### src/rtl/sfp_cfg.svh
/*
  Constants of the fuse programmer: offsets, fields, levels, keys, timings.
  Assumes a 25 MHz clock and a supply driver following the level code.
*/
`ifndef SFP_CFG_SVH
`define SFP_CFG_SVH

// register byte offsets
`define SFP_OFF_CTRL      8'h00
`define SFP_OFF_STAT      8'h04

// command word fields
`define SFP_CTRL_OP       2:0
`define SFP_CTRL_KEY      7:4
`define SFP_CTRL_VAL      13:8

// status word bits
`define SFP_ST_BUSY       0
`define SFP_ST_DONE       1
`define SFP_ST_FAULT      2
`define SFP_ST_REFUSED    3
`define SFP_ST_LOCKED     4
`define SFP_ST_POWERED    5

// supply level codes
`define SFP_LVL_OFF       2'h0
`define SFP_LVL_LOW       2'h1
`define SFP_LVL_MID       2'h2
`define SFP_LVL_HIGH      2'h3

// keys and codes
`define SFP_KEY_OPER_UP   4'h0
`define SFP_KEY_OPER_DN   4'h1
`define SFP_KEY_CHECK     4'h7
`define SFP_BLOW_KEY      4'h9
`define SFP_LOCK_BIT      6'h03
`define SFP_MAX_BIT       6'h05
`define SFP_CHK_HIGH      6'h0F
`define SFP_CHK_LOW       6'h07

// timings in ns
`define SFP_CLK_NS        40
`define SFP_T_ACTIVE_NS   20000
`define SFP_T_BLOW_NS     100000
`define SFP_T_GAP_NS      20000
`define SFP_T_CHECK_NS    100000
`define SFP_T_SETTLE_NS   1000000
`define SFP_T_PWRUP_NS    1000000
`define SFP_T_OFF_NS      1000000
`define SFP_CYC(ns)       (((ns) + `SFP_CLK_NS - 1) / `SFP_CLK_NS)

`endif

### src/rtl/sfp_pkg.sv
/*
  Types of the supply-pulse fuse programmer: command codes and sequencer
  states. Assumes the constants of sfp_cfg.svh for all encodings.
*/
package sfp_pkg;

  typedef enum logic [2:0] {
    OP_NONE, OP_TRY, OP_BLOW, OP_CHK_LOW, OP_CHK_HIGH, OP_OFF, OP_LOCK
  } sfp_op_t;

  typedef enum {
    S_IDLE, S_PWRUP, S_SEL_H1, S_SEL_M, S_SEL_H2, S_KEY_M, S_KEY_H,
    S_ADDR_M, S_BURN, S_SETTLE, S_CHECK, S_OFF, S_DONE
  } sfp_state_t;

endpackage : sfp_pkg

### src/rtl/sfp_sync.sv
/*
  Two-flop synchroniser for one level from outside the clock domain.
  Assumes the input is a slow level; glitches shorter than a clock are not filtered.
*/
`timescale 1ns/10ps
module sfp_sync (
  input  wire logic clk,    // system clock
  input  wire logic rst_n,  // synchronous reset, active low
  input  wire logic d,      // asynchronous level
  output logic      q       // synchronised level
);
  logic meta_q;

  always_ff @(posedge clk) begin
    if (!rst_n) begin
      meta_q <= 1'b0;
      q      <= 1'b0;
    end else begin
      meta_q <= d;
      q      <= meta_q;
    end
  end
endmodule : sfp_sync

### src/rtl/sfp_pulse.sv
/*
  Segment engine: drives lvl for hold cycles, then low for gap cycles, then done.
  Assumes hold >= 1; the level holds its last value when idle.
*/
`timescale 1ns/10ps
`include "sfp_cfg.svh"
module sfp_pulse #(
  parameter int CW = 16
) (
  input  wire logic          clk,    // system clock
  input  wire logic          rst_n,  // synchronous reset, active low
  input  wire logic          go,     // start a segment, taken when idle
  input  wire logic [1:0]    lvl,    // level of the segment
  input  wire logic [CW-1:0] hold,   // cycles at lvl
  input  wire logic [CW-1:0] gap,    // cycles at low level afterwards
  output logic      [1:0]    lvl_q,  // level driven to the supply
  output logic               busy,   // segment in progress
  output logic               done    // one-cycle end mark
);
  logic          gap_ph_q;
  logic [CW-1:0] cnt_q;

  always_ff @(posedge clk) begin
    if (!rst_n) begin
      busy     <= 1'b0;
      done     <= 1'b0;
      gap_ph_q <= 1'b0;
      cnt_q    <= '0;
      lvl_q    <= `SFP_LVL_OFF;
    end else begin
      done <= 1'b0;
      if (go && !busy) begin
        busy     <= 1'b1;
        gap_ph_q <= 1'b0;
        lvl_q    <= lvl;
        cnt_q    <= hold - 1'b1;
      end else if (busy) begin
        if (cnt_q != '0) begin
          cnt_q <= cnt_q - 1'b1;
        end else if (!gap_ph_q && gap != '0) begin
          // return to the low level, never off: an off would abort the sequence
          gap_ph_q <= 1'b1;
          lvl_q    <= `SFP_LVL_LOW;
          cnt_q    <= gap - 1'b1;
        end else begin
          busy <= 1'b0;
          done <= 1'b1;
        end
      end
    end
  end
endmodule : sfp_pulse

### src/rtl/sfp_top.sv
/*
  Fuse programmer: drives a sensor's supply with mid and high pulse
  trains to try codes, blow fuses, lock the part and check fuses;
  software orders it over AXI4-Lite.
  Assumes a supply driver following SUP_LEVEL and a comparator on
  FAULT_CUR for the fault current step.
*/
// Added by the designer: register access over AXI4-Lite and the address map.
// What this block does
// select register: high, key mid pulses, high
// device tries by default unless blow key
// try: each mid pulse raises code one
// device saturates try code at maximum
// operate register preloads code one on selection
// down-counting register inverts the pulse code
// power cycle discards all trial settings
// burn order: select, blow key, address, burn
// blow key: nine mid pulses, one high
// only one fuse burned per burn pulse
// blow address is one-hot, one per pulse
// blow address starts at zero
// burned bits stay, further bits combine by OR
// one bit per sequence, power cycle between
// lock: key 7, blow, four pulses, burn
// wait settle time after burn before power-off
// locked device refuses further programming
// fuse check key 7, try only, always reachable
// high check burned fuses, low check intact
// check code 15 high, code 7 low
// marginal fuse raises supply current
// pulses qualified by level and width
// burn only one-hot, unlocked or lock bit
`timescale 1ns/10ps
`include "sfp_cfg.svh"
module sfp_top #(
  parameter int AW           = 8,
  parameter int CW           = 16,
  parameter int T_PWRUP_CYC  = `SFP_CYC(`SFP_T_PWRUP_NS),
  parameter int T_SETTLE_CYC = `SFP_CYC(`SFP_T_SETTLE_NS),
  parameter int T_OFF_CYC    = `SFP_CYC(`SFP_T_OFF_NS)
) (
  input  wire logic          SYS_CLK,        // system clock, 25 MHz
  input  wire logic          RESET_N,        // synchronous reset, active low
  input  wire logic [AW-1:0] S_AXI_AWADDR,   // write address
  input  wire logic          S_AXI_AWVALID,  // write address valid
  output logic               S_AXI_AWREADY,  // write address ready
  input  wire logic [31:0]   S_AXI_WDATA,    // write data
  input  wire logic [3:0]    S_AXI_WSTRB,    // write byte strobes
  input  wire logic          S_AXI_WVALID,   // write data valid
  output logic               S_AXI_WREADY,   // write data ready
  output logic [1:0]         S_AXI_BRESP,    // write response
  output logic               S_AXI_BVALID,   // write response valid
  input  wire logic          S_AXI_BREADY,   // write response ready
  input  wire logic [AW-1:0] S_AXI_ARADDR,   // read address
  input  wire logic          S_AXI_ARVALID,  // read address valid
  output logic               S_AXI_ARREADY,  // read address ready
  output logic [31:0]        S_AXI_RDATA,    // read data
  output logic [1:0]         S_AXI_RRESP,    // read response
  output logic               S_AXI_RVALID,   // read data valid
  input  wire logic          S_AXI_RREADY,   // read data ready
  output logic [1:0]         SUP_LEVEL,      // supply level code to the driver
  input  wire logic          FAULT_CUR       // supply current above fault step
);
  localparam logic [CW-1:0] N_ACTIVE = CW'(`SFP_CYC(`SFP_T_ACTIVE_NS));
  localparam logic [CW-1:0] N_BLOW   = CW'(`SFP_CYC(`SFP_T_BLOW_NS));
  localparam logic [CW-1:0] N_GAP    = CW'(`SFP_CYC(`SFP_T_GAP_NS));
  localparam logic [CW-1:0] N_CHECK  = CW'(`SFP_CYC(`SFP_T_CHECK_NS));
  localparam logic [CW-1:0] N_PWRUP  = CW'(T_PWRUP_CYC);
  localparam logic [CW-1:0] N_SETTLE = CW'(T_SETTLE_CYC);
  localparam logic [CW-1:0] N_OFF    = CW'(T_OFF_CYC);

  if (AW < 3 || CW < 13 || T_PWRUP_CYC < 1 || T_SETTLE_CYC < 1 || T_OFF_CYC < 1 ||
      T_PWRUP_CYC >= 2**CW || T_SETTLE_CYC >= 2**CW || T_OFF_CYC >= 2**CW) begin : g_bad
    $error("sfp_top: parameter out of range");
  end

  // bus slave state
  logic              aw_full_q, w_full_q, bvalid_q, rvalid_q;
  logic [AW-1:0]     aw_addr_q;
  logic [31:0]       w_data_q, rdata_q;
  logic [3:0]        w_strb_q;
  logic [1:0]        bresp_q, rresp_q;
  // sequencer state
  sfp_pkg::sfp_state_t state_q, state_d;
  sfp_pkg::sfp_op_t    op_q;
  logic [3:0]        key_q;
  logic [5:0]        val_q;
  logic [5:0]        cnt_q, cnt_d;
  logic              done_q, fault_q, refused_q, locked_q;
  logic              fault_s;
  // segment engine
  logic              p_go, p_busy, p_done, need;
  logic [1:0]        p_lvl;
  logic [CW-1:0]     p_hold, p_gap;

  sfp_sync u_sync (
    .clk   (SYS_CLK),
    .rst_n (RESET_N),
    .d     (FAULT_CUR),
    .q     (fault_s)
  );

  sfp_pulse #(.CW(CW)) u_pulse (
    .clk   (SYS_CLK),
    .rst_n (RESET_N),
    .go    (p_go),
    .lvl   (p_lvl),
    .hold  (p_hold),
    .gap   (p_gap),
    .lvl_q (SUP_LEVEL),
    .busy  (p_busy),
    .done  (p_done)
  );

  // bus decode
  wire wr_fire  = aw_full_q && w_full_q && !bvalid_q;
  wire wr_word  = w_strb_q[0] && w_strb_q[1];
  wire wr_ctrl  = wr_fire && (aw_addr_q == AW'(`SFP_OFF_CTRL));
  wire wr_stat  = wr_fire && (aw_addr_q == AW'(`SFP_OFF_STAT));
  wire rd_fire  = S_AXI_ARVALID && !rvalid_q;
  wire rd_ctrl  = S_AXI_ARADDR == AW'(`SFP_OFF_CTRL);
  wire rd_stat  = S_AXI_ARADDR == AW'(`SFP_OFF_STAT);
  wire busy     = state_q != sfp_pkg::S_IDLE;
  wire powered  = SUP_LEVEL != `SFP_LVL_OFF;

  assign S_AXI_AWREADY = !aw_full_q && !bvalid_q;
  assign S_AXI_WREADY  = !w_full_q && !bvalid_q;
  assign S_AXI_BVALID  = bvalid_q;
  assign S_AXI_BRESP   = bresp_q;
  assign S_AXI_ARREADY = !rvalid_q;
  assign S_AXI_RVALID  = rvalid_q;
  assign S_AXI_RDATA   = rdata_q;
  assign S_AXI_RRESP   = rresp_q;

  // command decode
  wire [2:0] c_op  = w_data_q[`SFP_CTRL_OP];
  wire [3:0] c_key = w_data_q[`SFP_CTRL_KEY];
  wire [5:0] c_val = w_data_q[`SFP_CTRL_VAL];
  wire c_try   = c_op == sfp_pkg::OP_TRY;
  wire c_blow  = c_op == sfp_pkg::OP_BLOW;
  wire c_check = c_op == sfp_pkg::OP_CHK_LOW || c_op == sfp_pkg::OP_CHK_HIGH;
  wire c_prog  = c_blow || c_op == sfp_pkg::OP_LOCK || (c_try && c_key != `SFP_KEY_CHECK);
  wire c_bad   = c_op == sfp_pkg::OP_NONE || c_op > sfp_pkg::OP_LOCK
                 || (c_blow && c_val > `SFP_MAX_BIT)
                 || (c_try && c_key == `SFP_BLOW_KEY)
                 || (locked_q && c_prog);
  wire cmd_ok  = wr_ctrl && wr_word && !busy && !c_bad;
  wire cmd_ref = wr_ctrl && wr_word && (busy || c_bad);
  wire [3:0] n_key = (c_op == sfp_pkg::OP_LOCK || c_check) ? `SFP_KEY_CHECK : c_key;
  wire [5:0] n_val = (c_op == sfp_pkg::OP_LOCK)     ? `SFP_LOCK_BIT :
                     (c_op == sfp_pkg::OP_CHK_HIGH) ? `SFP_CHK_HIGH :
                     (c_op == sfp_pkg::OP_CHK_LOW)  ? `SFP_CHK_LOW  : c_val;

  // operate registers hold code one after selection
  wire preload   = key_q == `SFP_KEY_OPER_UP || key_q == `SFP_KEY_OPER_DN;
  wire blowing   = op_q == sfp_pkg::OP_BLOW || op_q == sfp_pkg::OP_LOCK;
  wire [5:0] try_n  = (preload && val_q != 6'h00) ? val_q - 6'h01 : val_q;
  wire [5:0] addr_n = val_q + 6'h01;
  wire lock_burn = key_q == `SFP_KEY_CHECK && val_q == `SFP_LOCK_BIT;

  assign p_go = need && !p_busy && !p_done;

  // sequencer: mid states issue one segment per count of cnt_q, the others at most one; each moves on after its last done
  always_comb begin
    state_d = state_q;
    cnt_d   = cnt_q;
    need    = 1'b0;
    p_lvl   = `SFP_LVL_LOW;
    p_hold  = N_ACTIVE;
    p_gap   = N_GAP;
    case (state_q)
      sfp_pkg::S_IDLE: begin
        if (cmd_ok) begin
          if (c_op == sfp_pkg::OP_OFF) begin
            state_d = sfp_pkg::S_OFF;
          end else begin
            state_d = powered ? sfp_pkg::S_SEL_H1 : sfp_pkg::S_PWRUP;
          end
        end
      end
      sfp_pkg::S_PWRUP: begin
        need   = 1'b1;
        p_hold = N_PWRUP;
        p_gap  = '0;
        if (p_done) state_d = sfp_pkg::S_SEL_H1;
      end
      sfp_pkg::S_SEL_H1: begin
        need  = 1'b1;
        p_lvl = `SFP_LVL_HIGH;
        if (p_done) begin
          state_d = sfp_pkg::S_SEL_M;
          cnt_d   = {2'b00, key_q};
        end
      end
      sfp_pkg::S_SEL_M: begin
        need  = cnt_q != 6'h00;
        p_lvl = `SFP_LVL_MID;
        if (cnt_q == 6'h00) state_d = sfp_pkg::S_SEL_H2;
        else if (p_done) cnt_d = cnt_q - 6'h01;
      end
      sfp_pkg::S_SEL_H2: begin
        need  = 1'b1;
        p_lvl = `SFP_LVL_HIGH;
        if (p_done) begin
          // no blow key means the device stays in try mode
          state_d = blowing ? sfp_pkg::S_KEY_M : sfp_pkg::S_ADDR_M;
          cnt_d   = blowing ? {2'b00, `SFP_BLOW_KEY} : try_n;
        end
      end
      sfp_pkg::S_KEY_M: begin
        need  = cnt_q != 6'h00;
        p_lvl = `SFP_LVL_MID;
        if (cnt_q == 6'h00) state_d = sfp_pkg::S_KEY_H;
        else if (p_done) cnt_d = cnt_q - 6'h01;
      end
      sfp_pkg::S_KEY_H: begin
        need  = 1'b1;
        p_lvl = `SFP_LVL_HIGH;
        if (p_done) begin
          state_d = sfp_pkg::S_ADDR_M;
          cnt_d   = addr_n;
        end
      end
      sfp_pkg::S_ADDR_M: begin
        need  = cnt_q != 6'h00;
        p_lvl = `SFP_LVL_MID;
        if (cnt_q == 6'h00) begin
          if (blowing) state_d = sfp_pkg::S_BURN;
          else if (key_q == `SFP_KEY_CHECK) state_d = sfp_pkg::S_CHECK;
          else state_d = sfp_pkg::S_DONE;
        end else if (p_done) begin
          cnt_d = cnt_q - 6'h01;
        end
      end
      sfp_pkg::S_BURN: begin
        need   = 1'b1;
        p_lvl  = `SFP_LVL_HIGH;
        p_hold = N_BLOW;
        p_gap  = '0;
        if (p_done) state_d = sfp_pkg::S_SETTLE;
      end
      sfp_pkg::S_SETTLE: begin
        need   = 1'b1;
        p_hold = N_SETTLE;
        p_gap  = '0;
        if (p_done) state_d = sfp_pkg::S_OFF;
      end
      sfp_pkg::S_CHECK: begin
        need   = 1'b1;
        p_hold = N_CHECK;
        p_gap  = '0;
        if (p_done) state_d = sfp_pkg::S_DONE;
      end
      sfp_pkg::S_OFF: begin
        // every burn ends in a power cycle, so one bit per sequence
        need   = 1'b1;
        p_lvl  = `SFP_LVL_OFF;
        p_hold = N_OFF;
        p_gap  = '0;
        if (p_done) state_d = sfp_pkg::S_DONE;
      end
      sfp_pkg::S_DONE: begin
        state_d = sfp_pkg::S_IDLE;
      end
      default: begin
        state_d = sfp_pkg::S_IDLE;
      end
    endcase
  end

  always_ff @(posedge SYS_CLK) begin
    if (!RESET_N) begin
      state_q <= sfp_pkg::S_IDLE;
      cnt_q   <= 6'h00;
      op_q    <= sfp_pkg::OP_NONE;
      key_q   <= 4'h0;
      val_q   <= 6'h00;
    end else begin
      state_q <= state_d;
      cnt_q   <= cnt_d;
      if (cmd_ok) begin
        op_q  <= sfp_pkg::sfp_op_t'(c_op);
        key_q <= n_key;
        val_q <= n_val;
      end
    end
  end

  // sticky done, refused and locked; fault holds the last check result; a set beats a same-cycle clear
  wire st_done  = state_q == sfp_pkg::S_DONE;
  wire clr_done = wr_stat && w_strb_q[0] && w_data_q[`SFP_ST_DONE];
  wire clr_ref  = wr_stat && w_strb_q[0] && w_data_q[`SFP_ST_REFUSED];
  wire chk_end  = state_q == sfp_pkg::S_CHECK && p_done;

  always_ff @(posedge SYS_CLK) begin
    if (!RESET_N) begin
      done_q    <= 1'b0;
      refused_q <= 1'b0;
      fault_q   <= 1'b0;
      locked_q  <= 1'b0;
    end else begin
      done_q    <= st_done || (done_q && !clr_done);
      refused_q <= cmd_ref || (refused_q && !clr_ref);
      if (chk_end) fault_q <= fault_s;
      if (state_q == sfp_pkg::S_BURN && p_done && lock_burn) locked_q <= 1'b1;
    end
  end

  wire [31:0] stat_word = {26'h0000000, powered, locked_q, refused_q, fault_q,
                           done_q, busy};
  wire [31:0] ctrl_word = {18'h00000, val_q, key_q, 1'b0, op_q};

  // AXI4-Lite slave: address and data in either order
  always_ff @(posedge SYS_CLK) begin
    if (!RESET_N) begin
      aw_full_q <= 1'b0;
      w_full_q  <= 1'b0;
      bvalid_q  <= 1'b0;
      rvalid_q  <= 1'b0;
      aw_addr_q <= '0;
      w_data_q  <= 32'h00000000;
      w_strb_q  <= 4'h0;
      bresp_q   <= 2'h0;
      rdata_q   <= 32'h00000000;
      rresp_q   <= 2'h0;
    end else begin
      if (S_AXI_AWVALID && S_AXI_AWREADY) begin
        aw_full_q <= 1'b1;
        aw_addr_q <= S_AXI_AWADDR;
      end
      if (S_AXI_WVALID && S_AXI_WREADY) begin
        w_full_q <= 1'b1;
        w_data_q <= S_AXI_WDATA;
        w_strb_q <= S_AXI_WSTRB;
      end
      if (wr_fire) begin
        aw_full_q <= 1'b0;
        w_full_q  <= 1'b0;
        bvalid_q  <= 1'b1;
        bresp_q   <= (wr_ctrl || wr_stat) ? 2'h0 : 2'h2;
      end else if (bvalid_q && S_AXI_BREADY) begin
        bvalid_q <= 1'b0;
      end
      if (rd_fire) begin
        rvalid_q <= 1'b1;
        rdata_q  <= rd_stat ? stat_word : rd_ctrl ? ctrl_word : 32'h00000000;
        rresp_q  <= (rd_stat || rd_ctrl) ? 2'h0 : 2'h2;
      end else if (rvalid_q && S_AXI_RREADY) begin
        rvalid_q <= 1'b0;
      end
    end
  end
endmodule : sfp_top

### config.mk
export PLATFORM = sky130hd
export DESIGN_NAME = sfp_top
export DESIGN_NICKNAME = d
export VERILOG_FILES = /design/src/rtl/sfp_pkg.sv /design/src/rtl/sfp_sync.sv /design/src/rtl/sfp_pulse.sv /design/src/rtl/sfp_top.sv
export VERILOG_INCLUDE_DIRS = /design/src /design/src/rtl
export SDC_FILE = /design/constraint.sdc
export NUM_CORES = 1
export LEC_CHECK = 0
export ABC_AREA = 1
export CAP_MARGIN = 10
export CORE_MARGIN = 10
export CORE_UTILIZATION = 45
export CTS_BUF_LIST = sky130_fd_sc_hd__clkbuf_8
export CTS_CLUSTER_SIZE = 12
export DETAILED_ROUTE_END_ITERATION = 16
export DONT_BUFFER_PORTS = 1
export GPL_TIMING_DRIVEN = 0
export PLACE_DENSITY = 0.71
export SLEW_MARGIN = 25
export SYNTH_ARGS = -nofsm -noshare
export SYNTH_HDL_FRONTEND = slang
export SYNTH_SLANG_ARGS = --single-unit
### constraint.sdc
create_clock -name SYS_CLK -period 2.3 [get_ports SYS_CLK]
set_input_delay 0.23 -clock SYS_CLK [delete_from_list [all_inputs] [get_ports SYS_CLK]]
set_output_delay 0.23 -clock SYS_CLK [all_outputs]
set_load 0.03 [all_outputs]
==> results of run 1 <==
-- cells in the final DEF (no fill, tap or decap), types with 3 or more instances in the layout --
cell	synthesis	layout
inv_1	87	87
o21ai_0	60	60
o221ai_1	3	3
ha_1	6	6
xor2_1	8	8
nand2_1	178	178
o211ai_1	12	12
o21ai_1	4	4
clkbuf_1	17	17
buf_4	21	21
dfxtp_1	94	94
dlygate4sd3_1	0	3
nor2_1	152	152
nand3_1	54	54
inv_2	3	3
nand4_1	7	7
o21a_1	3	3
nor3_1	17	17
clkbuf_8	0	9
a21oi_1	49	49
nand2_2	4	4
conb_1	1	20
-- how the worst max path moves through the flow --
stage                                                end  slack (ns)  depth (start not counted)
after floorplan                w_data_q[10]$_SDFFE_PN0P_        0.63                          5
after global placement    u_pulse.cnt_q[13]$_SDFFE_PN0P_        0.32                         10
after detailed placement   u_pulse.cnt_q[2]$_SDFFE_PN0P_        0.31                         10
after CTS                  u_pulse.cnt_q[2]$_SDFFE_PN0P_        0.28                         10
after global routing       u_pulse.cnt_q[2]$_SDFFE_PN0P_        0.04                         10
final                     u_pulse.cnt_q[13]$_SDFFE_PN0P_        0.28                         10
-- metrics by stage --
step	utilization, %	total power (W)	area [um^2]
after floorplan	-	0.00411	5240
after global placement	47.9	0.00465	5420
after detailed placement	47.9	0.00467	5420
after CTS	50.0	0.00587	5660
after global routing	50.0	0.00635	5660
final	50.0	0.00585	5660
-- flip-flops by register name, indices dropped and copies added, names as in the netlist, 2 cells and up --
| name | count |
|---|---|
| aw_addr_q | 8 |
| state_q | 4 |
| w_data_q | 14 |
| w_strb_q | 2 |
| cnt_q | 6 |
| u_pulse.lvl_q | 2 |
| key_q | 4 |
| u_pulse.cnt_q | 16 |
| S_AXI_RDATA | 14 |
| op_q | 3 |
| val_q | 6 |
-- final cells by class --
class | count | area [um^2]
Sequential cell | 94 | 1880
Multi-Input combinational cell | 599 | 2780
Fill cell | 1196 | 5660
Timing Repair Buffer | 3 | 30.0
Clock buffer | 9 | 124
Buffer | 40 | 238
Clock inverter | 7 | 87.6
Inverter | 91 | 342
Tap cell | 143 | 179
-- cells in the mapped netlist (2+ instances only) --
cell and count:
or2_2 2, nor3_1 17, o21ai_1 4, xnor2_1 2
nand3_1 54, ha_1 6, inv_1 87, xor2_1 8
dfxtp_1 94, o21ai_0 60, a21oi_1 49, nor2_1 152
buf_4 21, o221ai_1 3, nor2_2 2, inv_2 3
a31oi_1 2, o21a_1 3, nand3b_1 2, o211ai_1 12
nand2_1 178, nand4_1 7, clkbuf_1 17, nand2_2 4
-- cell families after synthesis --
group           after synthesis
compound gates              141
xor+xnor                     10
fa+ha+maj                     6
buf+inv                     131
flops                        94
other cells                   1
simple gates                422
-- power breakdown --
| group | internal [W] | switching, W | leakage [nW] | total, W |
|---|---|---|---|---|
| Combinational | 0.000848 | 0.00171 | 1.72 | 0.00256 |
| Sequential | 0.00184 | 0.000262 | 0.770 | 0.00210 |
| Clock | 0.000529 | 0.000664 | 0.108 | 0.00119 |
| Total | 0.00322 | 0.00263 | 2.59 | 0.00585 |
-- metal layers --
metal	share of wire, %	routed length, um
met5	0	0
met4	1.5	215
met3	6.8	947
met2	46	6440
met1	45	6310
-- worst register-to-register path, stage by stage (launching register included) --
cell and delay, ns:
dfxtp_1 0.34, inv_1 0.11, ha_1 0.21, nand3_1 0.09, nor2_1 0.16, nand2_1 0.20
o21ai_4 0.31, nand2_2 0.11, buf_6 0.16, o21ai_0 0.16, nor2_1 0.06
==> reports/metrics.yaml, run 1 <==
timing:
  setup-violations-final: 0
  clock_skew_ns: 0.0119
  hold_ws_ns: 0.0110
  fin_ws_ns: 0.277
  slew_violations: 0
  fin_crit_ns: 2.02
  tightest_slew_ns: 0.679
  fmax_ghz: 0.494
  final.period_utilization_pct: 87.9
  hold_violations: 0
  rsz0062_at_grt: "false"
  slew_headroom_pct: 54.7
  fin_tns_setup_ns: 0
critical_path:
  timing.rr.start: "u_pulse.cnt_q[0]$_SDFFE_PN0P_"
  crit_chain: "inv_1, ha_1, nand3_1, nor2_1, nand2_1, o21ai_4, nand2_2, buf_6, o21ai_0, nor2_1"
  arrival_ns: 2.31
  end_kind: "register"
  critPathKind: "register to register"
  r2r_slack_ns: 0.28
  crit_start: "u_pulse.cnt_q[0]$_SDFFE_PN0P_"
  critPathMaxStageDelay_ns: 0.34
  worst_path_most_repeated_cell: "nor2_1"
  cp_slowest_cell: "dfxtp_1"
  rr_endpoint: "u_pulse.cnt_q[13]$_SDFFE_PN0P_"
  r2r_cells: 10
  critPathTopFamily: "simple AND/OR/NAND/NOR gates"
  critPathMaxFanout: 10
  cp_num_buf_inv: 2
  cp-start-kind: "register"
  critPathRequiredTime_ns: 2.58
placement:
  dp.cells: 967
  pre_cts_ws_ns: 0.313
  portBuffers: 0
  hpwlAfterDp_mm: 10.8
  gp_congestion: 0.920
global_route:
  grt_use_met2_pct: 27.8
  met3_usage_pct: 5.21
  grt_pass1_vias: 4807
  grt_antenna_before_repair: 0
  grt_pass1_wl_mm: 22.9
  overflow: 0
  grt-busiest-layer: "met2"
  grt_usage_pct: 17.1
  met1_usage_pct: 21.2
  grt_max_degree: 19
synthesis:
  synth_compound_area_share_pct: 15.4
  synth_edf_count: 0
  synth_top_family_by_area: "simple AND/OR/NAND/NOR gates"
  seq_area_frac_synth_pct: 36.4
  synthSimpleGateAreaFrac_pct: 33.7
  synthArstFlopShare_pct: 0
  synth.top_cell.area_share_pct: 36.4
  synth_seq_cells: 94
  synth.distinct_cells: 40
  yosysWarnings: 0
  synth_xor_xnor_area_share_pct: 1.69
  mappedNetlistArea_mm2: 0.00517
  synthTopCellsByArea: "dfxtp_1, nand2_1, nor2_1"
  syn_inst: 805
  synth_top_cell_by_area: "dfxtp_1"
  avgSynthCellArea_um2: 6.42
  synthAdderAreaFrac_pct: 1.45
  synthMuxAreaShare_pct: 0
  ys.flop_type: "dfxtp_1"
clock_tree:
  cts_setup_buffers: 0
  ctsResizeCount: 0
  htreeDepth: 3
  cts_tree: "yes"
  cts-buffers-inserted: 9
  cts.sinks: 94
  clkLatencyLatePin_ns: 0.39
  cts_max_path_buffers: 2
  holdBufCountCts: 3
  clockRootBuffer: "clkbuf_8"
  clkSlewWorstSetupHoldPaths_ns: 0.10
drt:
  wire_per_inst_um: 14.1
  totalWireLength_mm: 13.9
  vias: 5031
  antenna_left: 0
  drc: 0
  viasPerCell: 5.10
  initialDrtViolationCount: 381
  dr.pass1.iters: 5
floorplanning:
  fp-row-count: 39
  io_pins: 103
  die_w_um: 127
  die_area_mm2: 0.0162
  core_mm2: 0.0113
  die_y_um: 127
  start_util_pct: 45.7
worst_hold_path:
  hp-start: "S_AXI_AWADDR[6]"
  hp-class: "input port to register"
  hold_path_end: "aw_addr_q[6]$_SDFFE_PN0P_"
  holdPathStages: 2
power:
  leakage_nw: 2.59
  power_density_mw_per_mm2: 1030
  ir_worst_vdd_mv: 0.662
cells_and_area:
  fin_cells: 986
  finish.net_count: 904
  antenna_cells: 0
  layout-drive-gt1-share_pct: 6.76
  areaGrowthSynthToFinish_pct: 9.51
outcome:
  status: "finished clean"
run:
  maxCapViolations: 0
No activity file was read; power rests on OpenSTA's default activity.
==> inputs of run 2 (changes only) <==
--- a/config.mk
+++ b/config.mk
@@ -6,7 +6,6 @@
 export SDC_FILE = /design/constraint.sdc
 export NUM_CORES = 1
 export LEC_CHECK = 0
-export ABC_AREA = 1
 export CAP_MARGIN = 10
 export CORE_MARGIN = 10
 export CORE_UTILIZATION = 45
@@ -16,6 +15,8 @@
 export DONT_BUFFER_PORTS = 1
 export GPL_TIMING_DRIVEN = 0
 export PLACE_DENSITY = 0.71
+export REMOVE_ABC_BUFFERS = 1
+export SETUP_SLACK_MARGIN = 0.1
 export SLEW_MARGIN = 25
 export SYNTH_ARGS = -nofsm -noshare
 export SYNTH_HDL_FRONTEND = slang
==> run 2 against run 1 <==
  * Routed wire length shrank 7.2%
  * Die area shrank 1.5%
  * Count of clock-buffer cells in the layout is the same
  * Area after synthesis shrank 1.8%
  * Clock power shrank 8%
  * Largest cell class unchanged
  * Highest routed layer unchanged
==> reports/metrics.yaml, run 2 <==
outcome:
  status: "finished clean"  # unchanged
critical_path:
  cp-start-kind: "register"  # unchanged
  critPathRequiredTime_ns: 2.57  # was 2.58 ns
  r2r_slack_ns: 0.13  # was 0.28 ns
  arrival_ns: 2.43  # was 2.31 ns
  end_kind: "register"  # unchanged
  critPathMaxFanout: 4  # was 10
  critPathKind: "register to register"  # unchanged
timing:
  fmax_ghz: 0.462  # was 0.494 GHz
  slew_headroom_pct: 47.4  # was 54.7%
  slew_violations: 0  # unchanged
  rsz0062_at_grt: "true"  # was false
  tightest_slew_ns: 0.787  # was 0.679 ns
  fin_ws_ns: 0.133  # was 0.277 ns
  fin_crit_ns: 2.17  # was 2.02 ns
  fin_tns_setup_ns: 0  # unchanged
  final.period_utilization_pct: 94.2  # was 87.9%
  hold_ws_ns: 0.00893  # was 0.0110 ns
  setup-violations-final: 0  # unchanged
  clock_skew_ns: 0.0138  # was 0.0119 ns
  hold_violations: 0  # unchanged
worst_hold_path:
  hp-class: "input port to register"  # unchanged
drt:
  initialDrtViolationCount: 202  # was 381
  viasPerCell: 5.67  # was 5.10
  dr.pass1.iters: 4  # was 5
  vias: 4493  # was 5031
  wire_per_inst_um: 16.3  # was 14.1 um
  drc: 0  # unchanged
  totalWireLength_mm: 12.9  # was 13.9 mm
  antenna_left: 0  # unchanged
synthesis:
  synth.top_cell.area_share_pct: 37.1  # was 36.4%
  ys.flop_type: "dfxtp_1"  # unchanged
  synthTopCellsByArea: "dfxtp_1, nand2_1, a21boi_0"  # was dfxtp_1, nand2_1, nor2_1
  seq_area_frac_synth_pct: 37.1  # was 36.4%
  synth_edf_count: 0  # unchanged
  synth_seq_cells: 94  # unchanged
  yosysWarnings: 0  # unchanged
  synth.distinct_cells: 68  # was 40
  synthArstFlopShare_pct: 0  # unchanged
  synth_top_cell_by_area: "dfxtp_1"  # unchanged
  ys_top_cells_by_count: "nand2_1, dfxtp_1, nor2_1"  # was nand2_1, nor2_1, dfxtp_1
  mappedNetlistArea_mm2: 0.00508  # was 0.00517 mm^2
  avgSynthCellArea_um2: 7.90  # was 6.42 um^2
  synth_most_common_cell: "nand2_1"  # unchanged
  syn_inst: 643  # was 805
floorplanning:
  start_util_pct: 46.4  # was 45.7%
  die_y_um: 126  # was 127 um
  core_mm2: 0.0109  # was 0.0113 mm^2
  fp-row-count: 38  # was 39
  die_area_mm2: 0.0159  # was 0.0162 mm^2
  die_w_um: 126  # was 127 um
  io_pins: 103  # unchanged
cells_and_area:
  layout-drive-gt1-share_pct: 9.51  # was 6.76%
  antenna_cells: 0  # unchanged
  final_common_cell: "nand2_1"  # unchanged
  fillers: 997  # was 1196
  areaGrowthSynthToFinish_pct: 10.2  # was 9.51%
  final_core_util_pct: 51.2  # was 50.0%
  finish.net_count: 713  # was 904
  largest_reg_flops: 16  # unchanged
  largest-register: "u_pulse.cnt_q"  # unchanged
  multi_input_area_mm2: 0.00295  # was 0.00278 mm^2
  layout.area.seq_mm2: 0.00190  # was 0.00188 mm^2
  layout_common_cells: "nand2_1, dfxtp_1, nor2_1, a21boi_0, a21oi_1"  # was nand2_1, nor2_1, dfxtp_1, inv_1, o21ai_0
clock_tree:
  cts_tree: "yes"  # unchanged
  clkSlewWorstSetupHoldPaths_ns: 0.09  # was 0.10 ns
  cts.sinks: 94  # unchanged
  clockRootBuffer: "clkbuf_8"  # unchanged
  cts-buffers-inserted: 9  # unchanged
  clkLatencyLatePin_ns: 0.37  # was 0.39 ns
  htreeDepth: 3  # unchanged
  cts_max_path_buffers: 2  # unchanged
run:
  maxCapViolations: 0  # unchanged
global_route:
  grt_max_degree: 41  # was 19
  overflow: 0  # unchanged
  grt_pass1_vias: 4297  # was 4807
  grt_pass1_wl_mm: 20.7  # was 22.9 mm
  grt_usage_pct: 15.2  # was 17.1%
  grt_antenna_before_repair: 0  # unchanged
power:
  ir_worst_vdd_mv: 0.440  # was 0.662 mV
  power_density_mw_per_mm2: 584  # was 1030 mW/mm^2
  leakage_nw: 2.03  # was 2.59 nW
placement:
  gp_congestion: 0.896  # was 0.920
  pre_cts_ws_ns: -0.192  # was 0.313 ns
  hpwlAfterDp_mm: 8.61  # was 10.8 mm
  portBuffers: 0  # unchanged
-- run 2: changes by cell type after synthesis, sizes merged, moves of 36 or more --
cell | before | now
nor2 | 154 | 53
nand2 | 183 | 107
inv | 90 | 20
o21ai | 66 | 26
a21boi | 0 | 37
nand3 | 55 | 19
-- run 2: power breakdown --
group,internal (W),leakage [nW],switching [W]
combinational,0.000177,1.16,0.000271
sequential,0.00167,0.766,0.0000590
clock,0.000497,0.102,0.000592
-- run 2: final timing paths --
check,start,to,depth (start not counted)
worst max-delay path,u_pulse.cnt_q[2]$_SDFFE_PN0P_,u_pulse.cnt_q[11]$_SDFFE_PN0P_,6
worst min-delay path,S_AXI_AWADDR[7],aw_addr_q[7]$_SDFFE_PN0P_,2
worst max register to register,u_pulse.cnt_q[2]$_SDFFE_PN0P_,u_pulse.cnt_q[11]$_SDFFE_PN0P_,6
worst min register to register,u_sync.meta_q$_SDFF_PN0_,u_sync.q$_SDFF_PN0_,1
-- run 2: through the flow --
step,power (W),instance area [um^2],instances
final,0.00327,5590,792
after global routing,0.00340,5590,792
after CTS,0.00326,5490,785
after detailed placement,0.00211,5030,744
after global placement,0.00210,5020,743
after floorplan,0.00204,4840,603
-- run 2: worst max-delay path, cell delays in order (launching register included) --
cell	delay [ns]
dfxtp_4	0.36
or4_4	0.57
or4_4	0.47
nor2_1	0.12
mux2_1	0.32
a32oi_1	0.15
a21boi_1	0.08
-- run 2: final cells by class --
type                       count  share of cell area, %
inverter                      20                   1.34
clock buffer                   9                   2.21
multi-input combinational    489                   52.7
timing repair buffer          33                   5.55
tap                          140                   3.13
sequential                    94                   33.9
clock inverter                 7                   1.21
-- run 2: repair_timing --
action / in CTS / in global routing
pin swaps: 5 / 5
endpoints found under the hold margin: 49 / 7
hold buffers: 20 / 1
gates resized for setup: 10 / 15
setup buffers: 5 / 6
endpoints found under the setup margin: 37 / 44
cloned: 0 / 0
-- run 2: layer usage --
metal / up-vias / wire, um / global-route usage, %
met5: - / 0 / 0
met4: 0 / 303 / 6.03
met3: 28 / 744 / 3.82
met2: 152 / 6150 / 25.3
met1: 2088 / 5710 / 18.4
li1: 2225 / - / -
-- run 2: logic make-up after synthesis --
group | after synthesis | synth area share [%]
simple gates | 277 | 27.1
other cells | 1 | 0.0738
fa+ha+maj | 6 | 1.48
mux | 11 | 2.27
flops | 94 | 37.1
buf+inv | 79 | 7.49
compound gates | 162 | 22.3
xor+xnor | 13 | 2.24
==> inputs of run 3 (changes only) <==
--- a/config.mk
+++ b/config.mk
@@ -14,6 +14,7 @@
 export DETAILED_ROUTE_END_ITERATION = 16
 export DONT_BUFFER_PORTS = 1
 export GPL_TIMING_DRIVEN = 0
+export MAX_ROUTING_LAYER = met4
 export PLACE_DENSITY = 0.71
 export REMOVE_ABC_BUFFERS = 1
 export SETUP_SLACK_MARGIN = 0.1
==> run 3 against run 2 <==
  * Count of clock-buffer cells in the layout is 1 higher
  * Worst hold slack worse by 0.0034 ns
  * Die area stayed put
  * Critical path type unchanged
  * Setup slack better by 0.0040 ns
  * Final cell count is 0.38% lower
  * Flip-flop and latch count stayed put
  * Critical endpoint unchanged
  * Largest cell class unchanged
  * Sequential share of layout area stayed put
  * Total power is 2.4% lower
  * Clock power is 7% lower
  * Via count hardly changed
  * First-iteration DRC count is 6.4% higher
==> reports/metrics.yaml, run 3 (synthesized netlist as in run 2, its figures left out) <==
outcome:
  status: "finished clean"  # unchanged
timing:
  final.period_utilization_pct: 94.0  # was 94.2%
  setup-violations-final: 0  # unchanged
  hold_violations: 0  # unchanged
  fin_crit_ns: 2.16  # was 2.17 ns
  fin_ws_ns: 0.137  # was 0.133 ns
  clock_skew_ns: 0.00709  # was 0.0138 ns
  tightest_slew_ns: 0.690  # was 0.787 ns
  slew_violations: 0  # unchanged
  fin_tns_setup_ns: 0  # unchanged
  fmax_ghz: 0.462  # about the same
  slew_headroom_pct: 53.6  # was 47.4%
  rsz0062_at_grt: "true"  # unchanged
cells_and_area:
  layout_common_cells: "nand2_1, dfxtp_1, nor2_1, a21boi_0, a21oi_1"  # unchanged
  final_common_cell: "nand2_1"  # unchanged
  final_core_util_pct: 51.2  # unchanged
  largest-register: "u_pulse.cnt_q"  # unchanged
  layout-drive-gt1-share_pct: 11.1  # was 9.51%
  areaGrowthSynthToFinish_pct: 10.2  # unchanged
  antenna_cells: 0  # unchanged
  largest_reg_flops: 16  # unchanged
  finish.net_count: 711  # was 713
  fin_cells: 789  # was 792
drt:
  viasPerCell: 5.69  # was 5.67
  drc: 0  # unchanged
  dr.pass1.iters: 5  # was 4
  antenna_left: 0  # unchanged
  vias: 4489  # was 4493
  initialDrtViolationCount: 215  # was 202
  totalWireLength_mm: 13.3  # was 12.9 mm
  wire_per_inst_um: 16.9  # was 16.3 um
clock_tree:
  clkSlewWorstSetupHoldPaths_ns: 0.09  # about the same
  cts_max_path_buffers: 2  # unchanged
  cts-buffers-inserted: 9  # unchanged
  clockRootBuffer: "clkbuf_8"  # unchanged
  cts_tree: "yes"  # unchanged
  cts.sinks: 94  # unchanged
  htreeDepth: 3  # unchanged
  clkLatencyLatePin_ns: 0.38  # was 0.37 ns
worst_hold_path:
  hp-class: "input port to register"  # unchanged
floorplanning:
  core_mm2: 0.0109  # unchanged
  io_pins: 103  # unchanged
  fp-row-count: 38  # unchanged
  die_area_mm2: 0.0159  # unchanged
  die_w_um: 126  # unchanged
  die_y_um: 126  # unchanged
  start_util_pct: 46.4  # unchanged
power:
  combPwrFrac_pct: 14.1  # was 13.7%
  leakage_nw: 2.02  # was 2.03 nW
  total_power_w: 0.00319  # was 0.00327 W
  power_density_mw_per_mm2: 570  # was 584 mW/mm^2
  swShare_pct: 29.0  # was 28.2%
  seq_power_share_pct: 54.3  # was 52.9%
  clock_power_share_pct: 31.6  # was 33.3%
  switching_power_w: 0.000923  # was 0.000922 W
  p_int_w: 0.00226  # was 0.00234 W
  ir_worst_vdd_mv: 0.410  # was 0.440 mV
critical_path:
  critPathKind: "register to register"  # unchanged
  critPathRequiredTime_ns: 2.57  # about the same
  critPathMaxFanout: 3  # was 4
  end_kind: "register"  # unchanged
  arrival_ns: 2.43  # about the same
  cp-start-kind: "register"  # unchanged
  r2r_slack_ns: 0.14  # was 0.13 ns
global_route:
  overflow: 0  # unchanged
  grt_antenna_before_repair: 0  # unchanged
  grt_usage_pct: 16.2  # was 15.2%
  grt_pass1_wl_mm: 21.4  # was 20.7 mm
  grt_pass1_vias: 4314  # was 4297
  grt_max_degree: 38  # was 41
placement:
  gp_congestion: 0.905  # was 0.896
  hpwlAfterDp_mm: 9.00  # was 8.61 mm
  portBuffers: 0  # unchanged
  pre_cts_ws_ns: -0.251  # was -0.192 ns
  dp.cells: 744  # unchanged
run:
  maxCapViolations: 0  # unchanged
[run 3: cell count changes in the layout (fill, tap and decap cells not counted), sizes merged]
cell         delta
dlygate4sd3     -3
clkbuf          +2
bufinv          -1
inv             -1
[run 3: timing repair]
item | 4_1_cts | 5_1_grt
pin swaps | 6 | 6
hold endpoints to repair | 47 | 0
cloned | 0 | 0
resized for setup | 18 | 16
setup buffers | 4 | 8
hold buffers | 18 | 0
endpoints found under the setup margin | 39 | 47
[run 3: per-layer routing]
| layer | up-vias | GRT usage, % | part of all wire, % |
|---|---|---|---|
| met5 | - | - | 0 |
| met4 | 0 | 7.77 | 2.0 |
| met3 | 21 | 2.14 | 4.6 |
| met2 | 148 | 26.2 | 49 |
| met1 | 2110 | 19.4 | 44 |
| li1 | 2210 | - | - |
[run 3: final timing paths]
kind,depth (start not counted),endpoint,start
max reg2reg,6,u_pulse.cnt_q[11]$_SDFFE_PN0P_,u_pulse.cnt_q[2]$_SDFFE_PN0P_
max,6,u_pulse.cnt_q[11]$_SDFFE_PN0P_,u_pulse.cnt_q[2]$_SDFFE_PN0P_
min reg2reg,1,u_sync.q$_SDFF_PN0_,u_sync.meta_q$_SDFF_PN0_
min,2,aw_addr_q[3]$_SDFFE_PN0P_,S_AXI_AWADDR[3]
[run 3: layout make-up]
class | count | area, um^2
fill | 1042 | 5340
multi-input combinational | 489 | 2990
sequential | 94 | 1900
timing repair buffer | 31 | 285
tap | 140 | 175
clock buffer | 10 | 138
inverter | 20 | 75.1
clock inverter | 5 | 35.0
[run 3: per-stage QoR]
| stage | instance area [um^2] | hold WS, ns |
|---|---|---|
| 6_report | 5590 | 0.00553 |
| 5_1_grt | 5590 | 0.00664 |
| 4_1_cts | 5480 | 0.000337 |
| 3_5_place_dp | 5030 | 0.363 |
| 3_3_place_gp | 5020 | 0.362 |
| 2_1_floorplan | 4840 | 0.346 |
[run 3: power groups by stage]
stage	clock network [W]	registers (W)	logic [W]
5_1_grt	0.00108	0.00174	0.000492
2_1_floorplan	0	0.00175	0.000289
3_5_place_dp	0	0.00177	0.000346
4_1_cts	0.00102	0.00173	0.000406
3_3_place_gp	0	0.00177	0.000332
6_report	0.00101	0.00173	0.000450
[run 3: critical path, cell delays in order (launching register included)]
cell      delay (ns)
dfxtp_4         0.35
or4_4           0.56
or4_4           0.49
nor2_4          0.11
mux2_4          0.30
a32oi_1         0.15
a21boi_1        0.09
